--- config.mk ---
export PLATFORM = sky130hd
export DESIGN_NAME = alcg_top
export DESIGN_NICKNAME = d
export VERILOG_FILES = /design/src/design/alcg_pkg.sv /design/src/design/alcg_level_det.sv /design/src/design/alcg_top.sv
export SDC_FILE = /design/constraint.sdc
export NUM_CORES = 2
export LEC_CHECK = 0
export ABC_AREA = 1
export ABC_CLOCK_PERIOD_IN_PS = 7500
export BUFFER_PORTS_ARGS = -buffer_cell sky130_fd_sc_hd__buf_2
export CORE_MARGIN = 1
export CORE_UTILIZATION = 63
export DETAILED_ROUTE_END_ITERATION = 10
export GPL_TIMING_DRIVEN = 0
export PLACE_DENSITY = 0.78
export SYNTH_ARGS = -nofsm -noshare
export SYNTH_HDL_FRONTEND = slang
export SYNTH_SLANG_ARGS = --single-unit
export TNS_END_PERCENT = 5
--- constraint.sdc ---
create_clock -name clk_sys -period 7.5 [get_ports clk_sys]
set_input_delay 1.125 -clock clk_sys [delete_from_list [all_inputs] [get_ports clk_sys]]
set_output_delay 1.125 -clock clk_sys [all_outputs]
set_load 0.01 [all_outputs]
--- src/design/alcg_pkg.sv ---
// Shared constants and types of the automatic level controller
package alcg_pkg;

   // -------------------------------------------------------------
   // Widths
   // -------------------------------------------------------------
   localparam int ADC_W = 24;
   localparam int MAG_W = 23;
   localparam int GAIN_W = 6;
   localparam int ATT_W = 8;
   localparam int REG_W = 9;
   localparam int IDX_W = 10;

   // -------------------------------------------------------------
   // Register indices (byte address is four times the index)
   // -------------------------------------------------------------
   localparam logic [9:0] IDX_LIMITS = 10'h020;
   localparam logic [9:0] IDX_HOLD_TARGET = 10'h021;
   localparam logic [9:0] IDX_MODE_TIMING = 10'h022;
   localparam logic [9:0] IDX_GATE = 10'h023;
   localparam logic [9:0] IDX_GAIN_LEFT = 10'h046;
   localparam logic [9:0] IDX_GAIN_RIGHT = 10'h047;
   localparam logic [9:0] IDX_LEVEL_P2P = 10'h04c;
   localparam logic [9:0] IDX_LEVEL_PEAK = 10'h04d;

   // -------------------------------------------------------------
   // Field positions
   // -------------------------------------------------------------
   localparam int FLOOR_LSB = 0;
   localparam int CEIL_LSB = 3;
   localparam int CHEN_LSB = 7;
   localparam int TARGET_LSB = 0;
   localparam int HOLD_LSB = 4;
   localparam int ATTACK_LSB = 0;
   localparam int DECAY_LSB = 4;
   localparam int LIMITER_BIT = 8;
   localparam int THRESH_LSB = 0;
   localparam int GATE_EN_BIT = 3;
   localparam int TABLE_SEL_BIT = 7;
   localparam int AVG_SEL_BIT = 8;

   // -------------------------------------------------------------
   // Reset values
   // -------------------------------------------------------------
   localparam logic [2:0] FLOOR_RST = 3'h0;
   localparam logic [2:0] CEIL_RST = 3'h7;
   localparam logic [1:0] CHEN_RST = 2'h0;
   localparam logic [3:0] TARGET_RST = 4'hb;
   localparam logic [3:0] HOLD_RST = 4'h0;
   localparam logic [3:0] ATTACK_RST = 4'h2;
   localparam logic [3:0] DECAY_RST = 4'h3;
   localparam logic LIMITER_RST = 1'b0;
   localparam logic [2:0] THRESH_RST = 3'h0;
   localparam logic GATE_EN_RST = 1'b0;

   // -------------------------------------------------------------
   // Gain and level scales in 0.75 dB units, clip magnitude and shift amounts
   // -------------------------------------------------------------
   localparam logic [5:0] GAIN_RST = 6'h10;
   localparam logic [2:0] CEIL_FINE = 3'h7;
   localparam logic [9:0] GAIN_ZERO_DB = 10'h010;
   localparam logic [9:0] BOOST_UNITS = 10'h01b;
   localparam logic [3:0] TARGET_TOP = 4'hf;
   localparam logic [7:0] TARGET_MIN_ATT = 8'h02;
   localparam logic [7:0] MARGIN_ATT = 8'h02;
   localparam logic [9:0] GATE_BASE_ATT = 10'h060;
   localparam int GATE_STEP_SHIFT = 3;
   localparam logic [22:0] CLIP_MAG = 23'h700000;
   localparam int PEAK_DECAY_SHIFT = 8;

   // -------------------------------------------------------------
   // Timing
   // -------------------------------------------------------------
   localparam int unsigned CLK_PERIOD_NS = 5;
   localparam int unsigned ATTACK_BASE_NS = 125000;
   localparam int unsigned DECAY_BASE_NS = 500000;
   localparam int unsigned HOLD_BASE_NS = 2000000;
   localparam int unsigned ATTACK_BASE_CYC = ATTACK_BASE_NS / CLK_PERIOD_NS;
   localparam int unsigned DECAY_BASE_CYC = DECAY_BASE_NS / CLK_PERIOD_NS;
   localparam int unsigned HOLD_BASE_CYC = HOLD_BASE_NS / CLK_PERIOD_NS;
   localparam logic [3:0] TIME_CODE_MAX = 4'ha;
   localparam int LIMIT_SPEED_SHIFT = 2;

   // -------------------------------------------------------------
   // Controller states and state record
   // -------------------------------------------------------------
   typedef enum logic [2:0] {ST_OFF, ST_WAIT, ST_ATTACK, ST_HOLD, ST_DECAY} alcg_state_e;

   typedef struct packed {
      logic [1:0] chEn;
      logic [2:0] gainFloor;
      logic [2:0] gainCeil;
      logic [3:0] target;
      logic [3:0] hold;
      logic [3:0] attack;
      logic [3:0] decay;
      logic limiter;
      logic gateEn;
      logic [2:0] gateTh;
      logic avgSel;
      logic tableSel;
      logic [1:0][5:0] gain;
      logic [1:0][5:0] limCeil;
      logic limPrev;
      alcg_state_e st;
      logic [31:0] stepCnt;
      logic [31:0] holdCnt;
      logic gateOn;
      logic [8:0] prdata;
      logic pready;
      logic pslverr;
   } alcg_top_s;

endpackage

--- src/design/alcg_level_det.sv ---
// Per-channel signal level detector: decaying peak and peak-to-peak
`timescale 1ns/1ps
module alcg_level_det
   import alcg_pkg::*;
(
   input wire logic clk_sys,
   input wire logic nrst,
   input wire logic clkEn,
   input wire logic [ADC_W-1:0] sampleIn,
   input wire logic sampleValid,
   output logic [ATT_W-1:0] peakAtt,
   output logic [ATT_W-1:0] p2pAtt,
   output logic clip
);

   typedef struct packed {
      logic [MAG_W-1:0] peak;
      logic signed [ADC_W-1:0] hi;
      logic signed [ADC_W-1:0] lo;
      logic [ATT_W-1:0] peakAtt;
      logic [ATT_W-1:0] p2pAtt;
      logic clip;
   } alcg_det_s;

   alcg_det_s r;
   alcg_det_s n;
   logic [ADC_W-1:0] absVal;
   logic [MAG_W-1:0] mag;
   logic signed [ADC_W:0] span;
   logic [MAG_W-1:0] halfSpan;

   // Magnitude to attenuation below full scale, 0.75 dB units, log2 with 3-bit mantissa
   function automatic logic [ATT_W-1:0] magToAtt(input logic [MAG_W-1:0] m);
      logic [MAG_W-1:0] norm;
      logic [ATT_W-1:0] att;
      norm = m;
      att = 8'hff;
      for (int p = 0; p < MAG_W; p++) begin
         if (m[p]) begin
            norm = m << (MAG_W - 1 - p);
            att = 8'((MAG_W - 1 - p) * 8) + {5'h0, ~norm[MAG_W-2 -: 3]};
         end
      end
      return att;
   endfunction

   // Saturating magnitude; the most negative code would not fit otherwise
   always_comb begin
      absVal = sampleIn[ADC_W-1] ? (~sampleIn + 24'h1) : sampleIn;
      mag = absVal[ADC_W-1] ? 23'h7fffff : absVal[MAG_W-1:0];
      span = 25'(r.hi) - 25'(r.lo);
      halfSpan = span[ADC_W] ? 23'h7fffff : span[MAG_W:1];
   end

   // Envelope tracking; decay per sample keeps the envelope following quiet passages
   always_comb begin
      n = r;
      if (sampleValid) begin
         n.peak = (mag > r.peak) ? mag : r.peak - (r.peak >> PEAK_DECAY_SHIFT);
         n.hi = ($signed(sampleIn) > r.hi) ? $signed(sampleIn) : r.hi - (r.hi >>> PEAK_DECAY_SHIFT);
         n.lo = ($signed(sampleIn) < r.lo) ? $signed(sampleIn) : r.lo - (r.lo >>> PEAK_DECAY_SHIFT);
         n.clip = mag >= CLIP_MAG;
      end
      n.peakAtt = magToAtt(r.peak);
      n.p2pAtt = magToAtt(halfSpan);
   end

   always_ff @(posedge clk_sys) begin
      if (!nrst) begin
         r <= '0;
      end else if (clkEn) begin
         r <= n;
      end
   end

   assign peakAtt = r.peakAtt;
   assign p2pAtt = r.p2pAtt;
   assign clip = r.clip;

endmodule // alcg_level_det

--- src/design/alcg_top.sv ---
// Automatic level controller for the stereo microphone preamp, APB slave
//
// Operation
// Gate enable bit, three-bit gate threshold
// Gate asserted: never raise preamp gain
// Gate active only in enabled normal mode
// Gate on input-referred level below threshold
// Per-channel enable, all other settings shared
// Disabled preamp keeps last assigned gain
// Channel enable decode, resets to 00
// Gain floor -12 to +30 dB, all modes
// Gain ceiling -6.75 to +35.25 dB, normal
// Target -22.5 to -1.5 dBFS, reset -6
// Hold time doubles per code, max 1024 ms
// Attack time doubles per code, limiter faster
// Decay time doubles per code, limiter faster
// Mode bit selects limiter when enabled
// Limiter caps gain at entry value
// Readback of left and right gain
// Readback of peak and peak-to-peak levels
// Averaging and gain table option bits
// Above target: step down until 1.5 dB below
// 1.5 dB below target: step up at decay
// Raise only after full hold time below target
// Near clipping: fastest attack in any mode
// Readback values are read-only
//
// The APB interface to the registers was left to the implementer.
`timescale 1ns/1ps
module alcg_top
   import alcg_pkg::*;
#(
   parameter int unsigned ATTACK_BASE_P = ATTACK_BASE_CYC,
   parameter int unsigned DECAY_BASE_P = DECAY_BASE_CYC,
   parameter int unsigned HOLD_BASE_P = HOLD_BASE_CYC
) (
   input wire logic clk_sys,
   input wire logic nrst,
   input wire logic clkEn,
   input wire logic psel,
   input wire logic penable,
   input wire logic pwrite,
   input wire logic [11:0] paddr,
   input wire logic [31:0] pwdata,
   output logic [31:0] prdata,
   output logic pready,
   output logic pslverr,
   input wire logic [ADC_W-1:0] adcRight,
   input wire logic [ADC_W-1:0] adcLeft,
   input wire logic adcValid,
   input wire logic boostRight,
   input wire logic boostLeft,
   input wire logic pgaEnRight,
   input wire logic pgaEnLeft,
   output logic [GAIN_W-1:0] pgaGainRight,
   output logic [GAIN_W-1:0] pgaGainLeft,
   output logic gateOn
);

   // ----------------------------------------------------------------
   // Declarations
   // ----------------------------------------------------------------
   alcg_top_s r;
   alcg_top_s n;
   logic [1:0][ADC_W-1:0] adcIn;
   logic [1:0] boost;
   logic [1:0] pgaEn;
   logic [1:0][ATT_W-1:0] peakAtt;
   logic [1:0][ATT_W-1:0] p2pAtt;
   logic [1:0] clip;
   logic [IDX_W-1:0] idx;
   logic wrEn;
   logic hit;
   logic [REG_W-1:0] rdVal;
   logic active;
   logic limMode;
   logic emerg;
   logic [1:0] mask;
   logic [ATT_W-1:0] level;
   logic [ATT_W-1:0] lvlP2p;
   logic [ATT_W-1:0] lvlPeak;
   logic [ATT_W-1:0] targetAtt;
   logic above;
   logic quiet;
   logic gateEff;
   logic [1:0] chGated;
   logic [9:0] gateAtt;
   logic [31:0] atkInt;
   logic [31:0] dcyInt;
   logic [31:0] holdInt;
   logic holdDone;
   logic stepFire;
   logic [6:0] stepSz;
   alcg_state_e stNxt;

   assign adcIn = {adcLeft, adcRight};
   assign boost = {boostLeft, boostRight};
   assign pgaEn = {pgaEnLeft, pgaEnRight};
   assign idx = paddr[11:2];

   // Clamp a time code; codes past the top give the longest time
   function automatic logic [3:0] timeCode(input logic [3:0] c);
      return (c > TIME_CODE_MAX) ? TIME_CODE_MAX : c;
   endfunction

   // ----------------------------------------------------------------
   // Level detectors, one per channel
   // ----------------------------------------------------------------
   for (genvar ch = 0; ch < 2; ch++) begin : gDet
      alcg_level_det uDet (
         .clk_sys(clk_sys),
         .nrst(nrst),
         .clkEn(clkEn),
         .sampleIn(adcIn[ch]),
         .sampleValid(adcValid),
         .peakAtt(peakAtt[ch]),
         .p2pAtt(p2pAtt[ch]),
         .clip(clip[ch])
      );
   end

   // ----------------------------------------------------------------
   // Register read mux
   // ----------------------------------------------------------------
   always_comb begin
      rdVal = '0;
      hit = 1'b1;
      case (idx)
         IDX_LIMITS: begin
            rdVal[FLOOR_LSB +: 3] = r.gainFloor;
            rdVal[CEIL_LSB +: 3] = r.gainCeil;
            rdVal[CHEN_LSB +: 2] = r.chEn;
         end
         IDX_HOLD_TARGET: begin
            rdVal[TARGET_LSB +: 4] = r.target;
            rdVal[HOLD_LSB +: 4] = r.hold;
         end
         IDX_MODE_TIMING: begin
            rdVal[ATTACK_LSB +: 4] = r.attack;
            rdVal[DECAY_LSB +: 4] = r.decay;
            rdVal[LIMITER_BIT] = r.limiter;
         end
         IDX_GATE: begin
            rdVal[THRESH_LSB +: 3] = r.gateTh;
            rdVal[GATE_EN_BIT] = r.gateEn;
         end
         IDX_GAIN_LEFT: begin
            rdVal[GAIN_W-1:0] = r.gain[1];
            rdVal[TABLE_SEL_BIT] = r.tableSel;
            rdVal[AVG_SEL_BIT] = r.avgSel;
         end
         IDX_GAIN_RIGHT: rdVal[GAIN_W-1:0] = r.gain[0];
         IDX_LEVEL_P2P: rdVal[ATT_W-1:0] = lvlP2p;
         IDX_LEVEL_PEAK: rdVal[ATT_W-1:0] = lvlPeak;
         default: hit = 1'b0;
      endcase
   end

   // ----------------------------------------------------------------
   // Level decision and timing
   // ----------------------------------------------------------------
   // Decisions follow the louder of the enabled channels
   always_comb begin
      active = |r.chEn;
      limMode = r.limiter && active;
      mask = active ? r.chEn : 2'h3;
      lvlP2p = 8'hff;
      lvlPeak = 8'hff;
      for (int ch = 0; ch < 2; ch++) begin
         if (mask[ch] && p2pAtt[ch] < lvlP2p) lvlP2p = p2pAtt[ch];
         if (mask[ch] && peakAtt[ch] < lvlPeak) lvlPeak = peakAtt[ch];
      end
      level = r.avgSel ? lvlP2p : lvlPeak;
      emerg = active && |(clip & r.chEn);
      targetAtt = (r.target == TARGET_TOP) ? TARGET_MIN_ATT : 8'((TARGET_TOP - r.target) * 2);
      if (targetAtt < TARGET_MIN_ATT) targetAtt = TARGET_MIN_ATT;
      above = level < targetAtt;
      quiet = {1'b0, level} >= {1'b0, targetAtt} + {1'b0, MARGIN_ATT};
   end

   // Gate compares the input-referred level, so preamp and boost gain come off
   always_comb begin
      gateAtt = GATE_BASE_ATT - ({7'h0, r.gateTh} << GATE_STEP_SHIFT);
      for (int ch = 0; ch < 2; ch++) begin
         chGated[ch] = ({2'h0, peakAtt[ch]} + {4'h0, r.gain[ch]} + (boost[ch] ? BOOST_UNITS : 10'h0))
                       > (gateAtt + GAIN_ZERO_DB);
      end
      gateEff = active && !limMode && r.gateEn && ((chGated & r.chEn) == r.chEn);
   end

   // Step intervals; limiter runs four times faster, emergency at the fastest
   always_comb begin
      atkInt = ATTACK_BASE_P << timeCode(r.attack);
      dcyInt = DECAY_BASE_P << timeCode(r.decay);
      if (limMode) begin
         atkInt = atkInt >> LIMIT_SPEED_SHIFT;
         dcyInt = dcyInt >> LIMIT_SPEED_SHIFT;
      end
      if (emerg) atkInt = ATTACK_BASE_P >> LIMIT_SPEED_SHIFT;
      holdInt = (r.hold == 4'h0) ? 32'h0 : HOLD_BASE_P << (timeCode(r.hold) - 4'h1);
      holdDone = r.holdCnt >= holdInt;
   end

   // State choice; attack keeps going until 1.5 dB below target
   always_comb begin
      if (!active) begin
         stNxt = ST_OFF;
      end else if (emerg || above || (r.st == ST_ATTACK && !quiet)) begin
         stNxt = ST_ATTACK;
      end else if (quiet && gateEff) begin
         stNxt = ST_WAIT;
      end else if (quiet && holdDone) begin
         stNxt = ST_DECAY;
      end else if (quiet) begin
         stNxt = ST_HOLD;
      end else begin
         stNxt = ST_WAIT;
      end
   end

   assign stepFire = (r.st == ST_ATTACK) ? (r.stepCnt + 32'h1 >= atkInt)
                   : (r.st == ST_DECAY) ? (r.stepCnt + 32'h1 >= dcyInt) : 1'b0;
   assign stepSz = r.tableSel ? 7'h2 : 7'h1;
   assign wrEn = psel && penable && pwrite && r.pready;

   // ----------------------------------------------------------------
   // Next state
   // ----------------------------------------------------------------
   always_comb begin
      logic [6:0] g;
      logic [6:0] lo;
      logic [6:0] hi;
      g = 7'h00;
      lo = 7'h00;
      hi = 7'h00;
      n = r;
      // APB: one wait state, answer registered
      n.pready = 1'b0;
      n.pslverr = 1'b0;
      if (psel && penable && !r.pready) begin
         n.pready = 1'b1;
         n.prdata = rdVal;
         n.pslverr = !hit;
      end
      // Writes; readback fields are never written
      if (wrEn) begin
         case (idx)
            IDX_LIMITS: begin
               n.gainFloor = pwdata[FLOOR_LSB +: 3];
               n.gainCeil = pwdata[CEIL_LSB +: 3];
               n.chEn = pwdata[CHEN_LSB +: 2];
            end
            IDX_HOLD_TARGET: begin
               n.target = pwdata[TARGET_LSB +: 4];
               n.hold = pwdata[HOLD_LSB +: 4];
            end
            IDX_MODE_TIMING: begin
               n.attack = pwdata[ATTACK_LSB +: 4];
               n.decay = pwdata[DECAY_LSB +: 4];
               n.limiter = pwdata[LIMITER_BIT];
            end
            IDX_GATE: begin
               n.gateTh = pwdata[THRESH_LSB +: 3];
               n.gateEn = pwdata[GATE_EN_BIT];
            end
            IDX_GAIN_LEFT: begin
               n.tableSel = pwdata[TABLE_SEL_BIT];
               n.avgSel = pwdata[AVG_SEL_BIT];
            end
            default: n.st = r.st;
         endcase
      end
      // Step timer restarts whenever the state changes or a step fires
      n.st = stNxt;
      n.stepCnt = (stNxt != r.st || stepFire) ? 32'h0 : r.stepCnt + 32'h1;
      n.holdCnt = (!active || above) ? 32'h0 : (holdDone ? r.holdCnt : r.holdCnt + 32'h1);
      n.gateOn = gateEff;
      // Limiter entry freezes the current gain as the cap
      n.limPrev = limMode;
      if (limMode && !r.limPrev) n.limCeil = r.gain;
      // Gain steps; a disabled channel or preamp holds its gain
      for (int ch = 0; ch < 2; ch++) begin
         g = {1'b0, r.gain[ch]};
         lo = {1'b0, r.gainFloor, 3'h0};
         hi = limMode ? {1'b0, (r.limPrev ? r.limCeil[ch] : r.gain[ch])}
                      : {1'b0, r.gainCeil, CEIL_FINE};
         if (stepFire && r.chEn[ch] && pgaEn[ch]) begin
            if (r.st == ST_ATTACK && g > lo) begin
               g = (g > lo + stepSz) ? g - stepSz : lo;
            end else if (r.st == ST_DECAY && !gateEff && g < hi) begin
               g = (g + stepSz < hi) ? g + stepSz : hi;
            end
         end
         n.gain[ch] = g[GAIN_W-1:0];
      end
   end

   // ----------------------------------------------------------------
   // State register
   // ----------------------------------------------------------------
   always_ff @(posedge clk_sys) begin
      if (!nrst) begin
         r <= '0;
         r.chEn <= CHEN_RST;
         r.gainFloor <= FLOOR_RST;
         r.gainCeil <= CEIL_RST;
         r.target <= TARGET_RST;
         r.hold <= HOLD_RST;
         r.attack <= ATTACK_RST;
         r.decay <= DECAY_RST;
         r.limiter <= LIMITER_RST;
         r.gateTh <= THRESH_RST;
         r.gateEn <= GATE_EN_RST;
         r.gain <= {GAIN_RST, GAIN_RST};
         r.limCeil <= {GAIN_RST, GAIN_RST};
         r.st <= ST_OFF;
      end else if (clkEn) begin
         r <= n;
      end
   end

   assign prdata = {23'h0, r.prdata};
   assign pready = r.pready;
   assign pslverr = r.pslverr;
   assign pgaGainRight = r.gain[0];
   assign pgaGainLeft = r.gain[1];
   assign gateOn = r.gateOn;
endmodule // alcg_top

Yosys cells after proc, flatten, opt, wreduce, memory -nomap -nowiden

Cells that the tools add are included.

$lt $le $gt $ge: 31
Eq/ne operators: 14
Reductions and logical operators: 54
Divide/modulo/power cells: 0
Shift-type cells: 3
Add/subtract/negate cells: 110
Multiplexer cells: 151
Bitwise gates (word level): 92
Multiply operators: 0

Operators by type and width:

| kind                                                             | count |
|---|---|
| 8-bit two-way mux                                                | 95 |
| 3-bit NOT                                                        | 88 |
| 7-bit by 3-bit adder with 8-bit output, first input constant     | 32 |
| 32-bit two-way mux                                               | 7 |
| 8-bit by 3-bit adder with 8-bit output, first input constant     | 24 |
| 24-bit two-way mux                                               | 6 |
| 23-bit two-way mux                                               | 6 |
| 6-bit by 3-bit adder with 7-bit output, first input constant     | 16 |
| 32-bit >= comparator                                             | 3 |
| 24-bit by 16-bit subtractor with 24-bit output                   | 4 |
| 6-bit two-way mux                                                | 12 |
| 32-bit by 1-bit adder with 32-bit output, second input constant  | 2 |
| 24-bit by 24-bit subtractor with 25-bit output                   | 2 |
| 24-bit by 1-bit adder with 24-bit output, second input constant  | 2 |
| 5-bit by 3-bit adder with 6-bit output, first input constant     | 8 |
| 24-bit greater-than comparator                                   | 2 |
| 24-bit less-than comparator                                      | 2 |
| 24-bit NOT                                                       | 2 |
| 23-bit >= comparator, second input constant                      | 2 |
| 23-bit greater-than comparator                                   | 2 |
| 23-bit by 15-bit subtractor with 23-bit output                   | 2 |
| 10-bit by 6-bit == test with 1-bit output, second input constant | 4 |
| 10-bit by 7-bit == test with 1-bit output, second input constant | 4 |
| 4-bit one-hot mux with 8 select lines                            | 1 |
| 49 further kinds                                                 | 127 |

Input port bits: 103
Bits in registers: 311
Bits in writable memories: 0
Logic and storage cells: 491
Memory bits (read-only): 0
Latch bits: 0
Output and inout bits: 47
Memories: 0

Depth between registers and ports, before layout

Depth after elaboration: 26
Mapped depth: 41
Mapped depth without buffers: 41

Hierarchy

From an unflattened synthesis, not the netlist that was laid out.

Cells, all modules: 5787
Area total of the unflattened synthesis: 37596.1 um^2

By module, submodules not included:

| module                         | area an instance (um^2) | sequential area each (um^2) | times used | cells an instance |
|---|---|---|---|---|
| alcg_top                       | 14936.8                 | 2702.6                      | 1          | 2231 |
| alcg_level_det at gDet[1].uDet | 11523.6                 | 1761.7                      | 1          | 1801 |
| alcg_level_det at gDet[0].uDet | 11135.7                 | 1761.7                      | 1          | 1755 |

Worst setup path before layout

Ideal clock, no wire load.

Kind: in2reg
Start: in adcLeft[0]
End: reg gDet[1].uDet.r[75] (netlist name)
Path slack: 2.172 ns
Setup time: 0.116 ns
Cell stages on the path: 33
Path buffers: 2
Arrival: 5.212 ns
Data required time: 7.384 ns
Path through: nor3_1 -> nand2_1 -> or4_1 -> nor3_1 -> inv_1 -> nor3_1 -> inv_1 -> nor3_1 -> inv_1 -> nor3_2 -> inv_1 -> nor3_2 -> nand4_2 -> clkbuf_1 -> nand2_1 -> ha_1 -> nand2_1 -> nor2_1 -> a211oi_1 -> o21ai_0 -> nand3_1 -> a21oi_1 -> nor2_1 -> o221a_2 -> o21ai_0 -> nand2_1 -> inv_1 -> clkbuf_1 -> a21oi_1 -> o21ai_0 -> nand3_1 -> o211ai_1 -> inv_1

Word-level cells in the longest chain between the ends: 6

RTL lines:

| what                                     | line                 | source |
|---|---|---|
| start: declaration                       | alcg_top.sv:49       | `input wire logic [ADC_W-1:0] adcLeft,` |
| 24-bit NOT                               | alcg_level_det.sv:49 | `absVal = sampleIn[ADC_W-1] ? (~sampleIn + 24'h1) : sampleIn;` |
| 24-bit by 1-bit adder with 24-bit output | alcg_level_det.sv:49 |  |
| 24-bit two-way mux (*)                   | alcg_level_det.sv:49 |  |
| 23-bit two-way mux (*)                   | alcg_level_det.sv:50 | `mag = absVal[ADC_W-1] ? 23'h7fffff : absVal[MAG_W-1:0];` |
| 23-bit greater-than comparator           | alcg_level_det.sv:59 | `n.peak = (mag > r.peak) ? mag : r.peak - (r.peak >> PEAK_DECAY_SHIFT);` |
| 23-bit two-way mux (*)                   | alcg_level_det.sv:59 |  |
| end signal: assignment                   | alcg_level_det.sv:72 | `r <= n;` |
| end: declaration                         | alcg_level_det.sv:25 | `alcg_det_s r;` |

Every way passes the cells marked *; elsewhere a longest branch is shown, timed or not.
A chain may end at the register's enable or synchronous reset.

Final worst setup path

Start: in adcRight[2]
End: reg gDet[0].uDet.r[79] (netlist name)

Word-level cells in the longest chain between the ends: 6

RTL lines:

| what                                     | line                 | source |
|---|---|---|
| start: declaration                       | alcg_top.sv:48       | `input wire logic [ADC_W-1:0] adcRight,` |
| 24-bit NOT                               | alcg_level_det.sv:49 |  |
| 24-bit by 1-bit adder with 24-bit output | alcg_level_det.sv:49 |  |
| 24-bit two-way mux (*)                   | alcg_level_det.sv:49 |  |
| 23-bit two-way mux (*)                   | alcg_level_det.sv:50 |  |
| 23-bit greater-than comparator           | alcg_level_det.sv:59 |  |
| 23-bit two-way mux (*)                   | alcg_level_det.sv:59 |  |
| end signal: assignment                   | alcg_level_det.sv:72 |  |
| end: declaration                         | alcg_level_det.sv:25 |  |

Marked as above.

==> flow_metrics.tcl <==
set metrics [dict create \
    fin_util_pct 69.2 \
    synthAdderAreaFrac_pct 18.6 \
    start_kind "primary input" \
    finalWeightedCongestion 1.01 \
    yosysSeqAreaShare_pct 17.2 \
    detailed_place_hpwl_um 93900 \
    power_density_nw_per_um2 238 \
    yosysTopAreaCell "ha_1" \
    clkPwrFrac_pct 22.3 \
    fin_nets 6449 \
    ctsHoldBuffers 0 \
    ys_warn_count 0 \
    grt-ovfl-total 0 \
    sw_frac_of_total_pct 47.4 \
    htreeDepth 2 \
    synth-seq-cells 311 \
    fillers 5341 \
    portBuffers 100 \
    layout-drive-gt1-share_pct 5.11 \
    crit_family "simple AND/OR/NAND/NOR gates" \
    clock-root-buffer "clkbuf_16" \
    synth_compound_area_share_pct 24.4 \
    dr.pass1.iters 7 \
    finalCritPeriodShare_pct 79.4 \
    dieArea_um2 58500 \
    layout_common_cells "nand2_1, a21oi_1, inv_1" \
    antenna_found_initial 3 \
    synth.top_cells.by_area "ha_1, dfxtp_1, nand2_1" \
    power.internal_mw 4.90 \
    crit_path_max_fanout 10 \
    hold_ws_ns 0.466 \
    p_leak_nw 18.1 \
    worst_clock_skew_ns 0.0221 \
    cp.arrival_ns 6.42 \
    critical-path-max-stage-delay_ns 0.44 \
    drt.antenna.violating_nets 0 \
    vias_per_cell 6.01 \
    fin_crit_ns 5.95 \
    antenna_cells 0 \
    grt_pass1_wl_um 188000 \
    clock.fmax_mhz 168 \
    rsz0062_at_grt "false" \
    synthMuxAreaShare_pct 0.0829 \
    tns_ns 0 \
    drt_wl_total_um 119000 \
    place_area_um2 37800 \
    setup_violations 0 \
    async_flop_share_pct 0 \
    seqPwrFrac_pct 21.0 \
    worstSetupEndpointType "register" \
    cts.sinks 311 \
    boundaryPins 150 \
    ys.flop_type "dfxtp_1" \
    synth_edf_count 0 \
    cp.required_ns 7.97 \
    slowest_stage "nor2_1" \
    slew_violations 0 \
    row_count 87 \
    synth-xor-area-share_pct 5.34 \
    synthCells 5654 \
    syn2layout_area_growth_pct 8.06 \
    synth_area_per_cell_um2 6.41 \
    worst_slew_pin_slew_ns 1.25 \
    die_h_um 242 \
    grt_pass1_vias 35800 \
    worstSetupPathType "primary input to register" \
    num_vias 39700 \
    drtIter0Drc 4288 \
    cts_buffers 39 \
    initial_core_util_pct 64.0 \
    syn-cell-area_um2 36200 \
    combPwrFrac_pct 56.6 \
    final_common_cell "nand2_1" \
    worst-path-buf-inv 9 \
    path_clk_slew_ns 0.06 \
    cts_tree "yes" \
    p_switching_mw 4.41 \
    cts_setup_buffers 0 \
    min_path_type "register to register" \
    relSlewSlack_pct 16.5 \
    clk_path_buf_depth 3 \
    maxCapViolCount 0 \
    wire_per_inst_um 18.0 \
    track_usage_pct 39.3 \
    die_x_um 242 \
    drc 0 \
    synth-simple-area-share_pct 24.1 \
    final_hold_viol_count 0 \
    synth_cell_type_count 72 \
    peakVddDrop_mv 0.205 \
    crit_top_cell "nand2_1" \
    final_area_um2 39200 \
    core_area_um2 56600 \
    grt_max_degree 14 \
    yosysTopAreaCellShare_pct 17.4 \
    outcome "finished clean" \
    cts_resized 0 \
    clk_latency_ns 0.58 \
    total_power_mw 9.32 \
    synth_top_family_by_area "compound AO/OA/AOI/OAI gates" \
]
[cells in the mapped netlist, drive strengths merged, types with 22 or more instances]
library cell  count
inv             715
or2              27
fa               22
nand4            65
o31ai            24
o211ai           89
a22oi            24
nand2          1178
o22ai            27
nor4             24
nor2            449
dfxtp           311
clkbuf          150
nand3           203
a211oi           37
buf              65
a21oi           760
xnor2            79
nor3             98
o21ai           457
ha              504
xor2            142
a31oi            46
[stage by stage]
stage               instances  setup WS (ns)
detailed placement       6535           1.16
floorplan                5679           2.17
global placement         6535           1.18
finish                   6605           1.55
global route             6605          0.955
CTS                      6605           1.75
[worst reg2reg max path, delay by kind of cell (launching register included)]
family                     cells  cell delay [ns]
xor gates and xnor gates       1             0.14
and+or+nand+nor               20             3.06
buffers and inverters          3             0.75
DFF                            1             0.36
adders and majority gates      2             0.58
AOI/OAI and AO/OA              7             0.85
[routing by layer]
metal,vias to the layer above,track usage [%],wire length [um]
met5,-,0,17
met4,4,16.9,5240
met3,340,6.51,12000
met2,1941,61.2,50900
met1,17900,53.4,50800
li1,19500,-,-
[cells by family after synthesis]
family,count (synthesis)
muxes,3
buffers and inverters,939
and+or+nand+nor,2075
DFF,311
adders and majority gates,526
other,2
AOI/OAI and AO/OA,1577
xor gates and xnor gates,221
[sequential cells by signal, summed over array words and instances (netlist names)]
name               count
pgaGainLeft            6
prdata                 9
gateOn                 1
gDet.uDet.p2pAtt      16
pgaGainRight           6
gDet.uDet.peakAtt     16
r                    111
gDet.uDet.clip         2
gDet.uDet.r          142
pslverr                1
pready                 1
[worst paths after layout]
check | slack [ns] | startpoint | end | depth (start not counted)
max reg2reg | 1.73 | r[120] | r[57] | 33
min | 0.47 | gDet[0].uDet.clip | gDet[0].uDet.clip | 2
max | 1.55 | adcRight[2] | gDet[0].uDet.r[79] | 33
min reg2reg | 0.47 | gDet[0].uDet.clip | gDet[0].uDet.clip | 2
[layout make-up]
type / instances / area [um^2] / area share (%)
buffer: 215 / 1020 / 2.62
clock buffer: 57 / 1180 / 3.00
clock inverter: 13 / 204 / 0.521
inverter: 724 / 2720 / 6.94
multi-input combinational: 4429 / 26400 / 67.3
sequential: 311 / 6230 / 15.9
tap: 756 / 946 / 2.42
timing repair buffer: 100 / 500 / 1.28
[power by group through the flow]
stage	sequential, mW	combinational [mW]	clock [mW]
detailed placement	1.99	5.11	0
finish	1.96	5.27	2.08
global placement	1.98	5.02	0
global route	1.97	5.95	2.16
CTS	1.95	5.14	2.09
floorplan	1.91	4.02	0
Note: power is estimated with default switching activity, not from simulation.
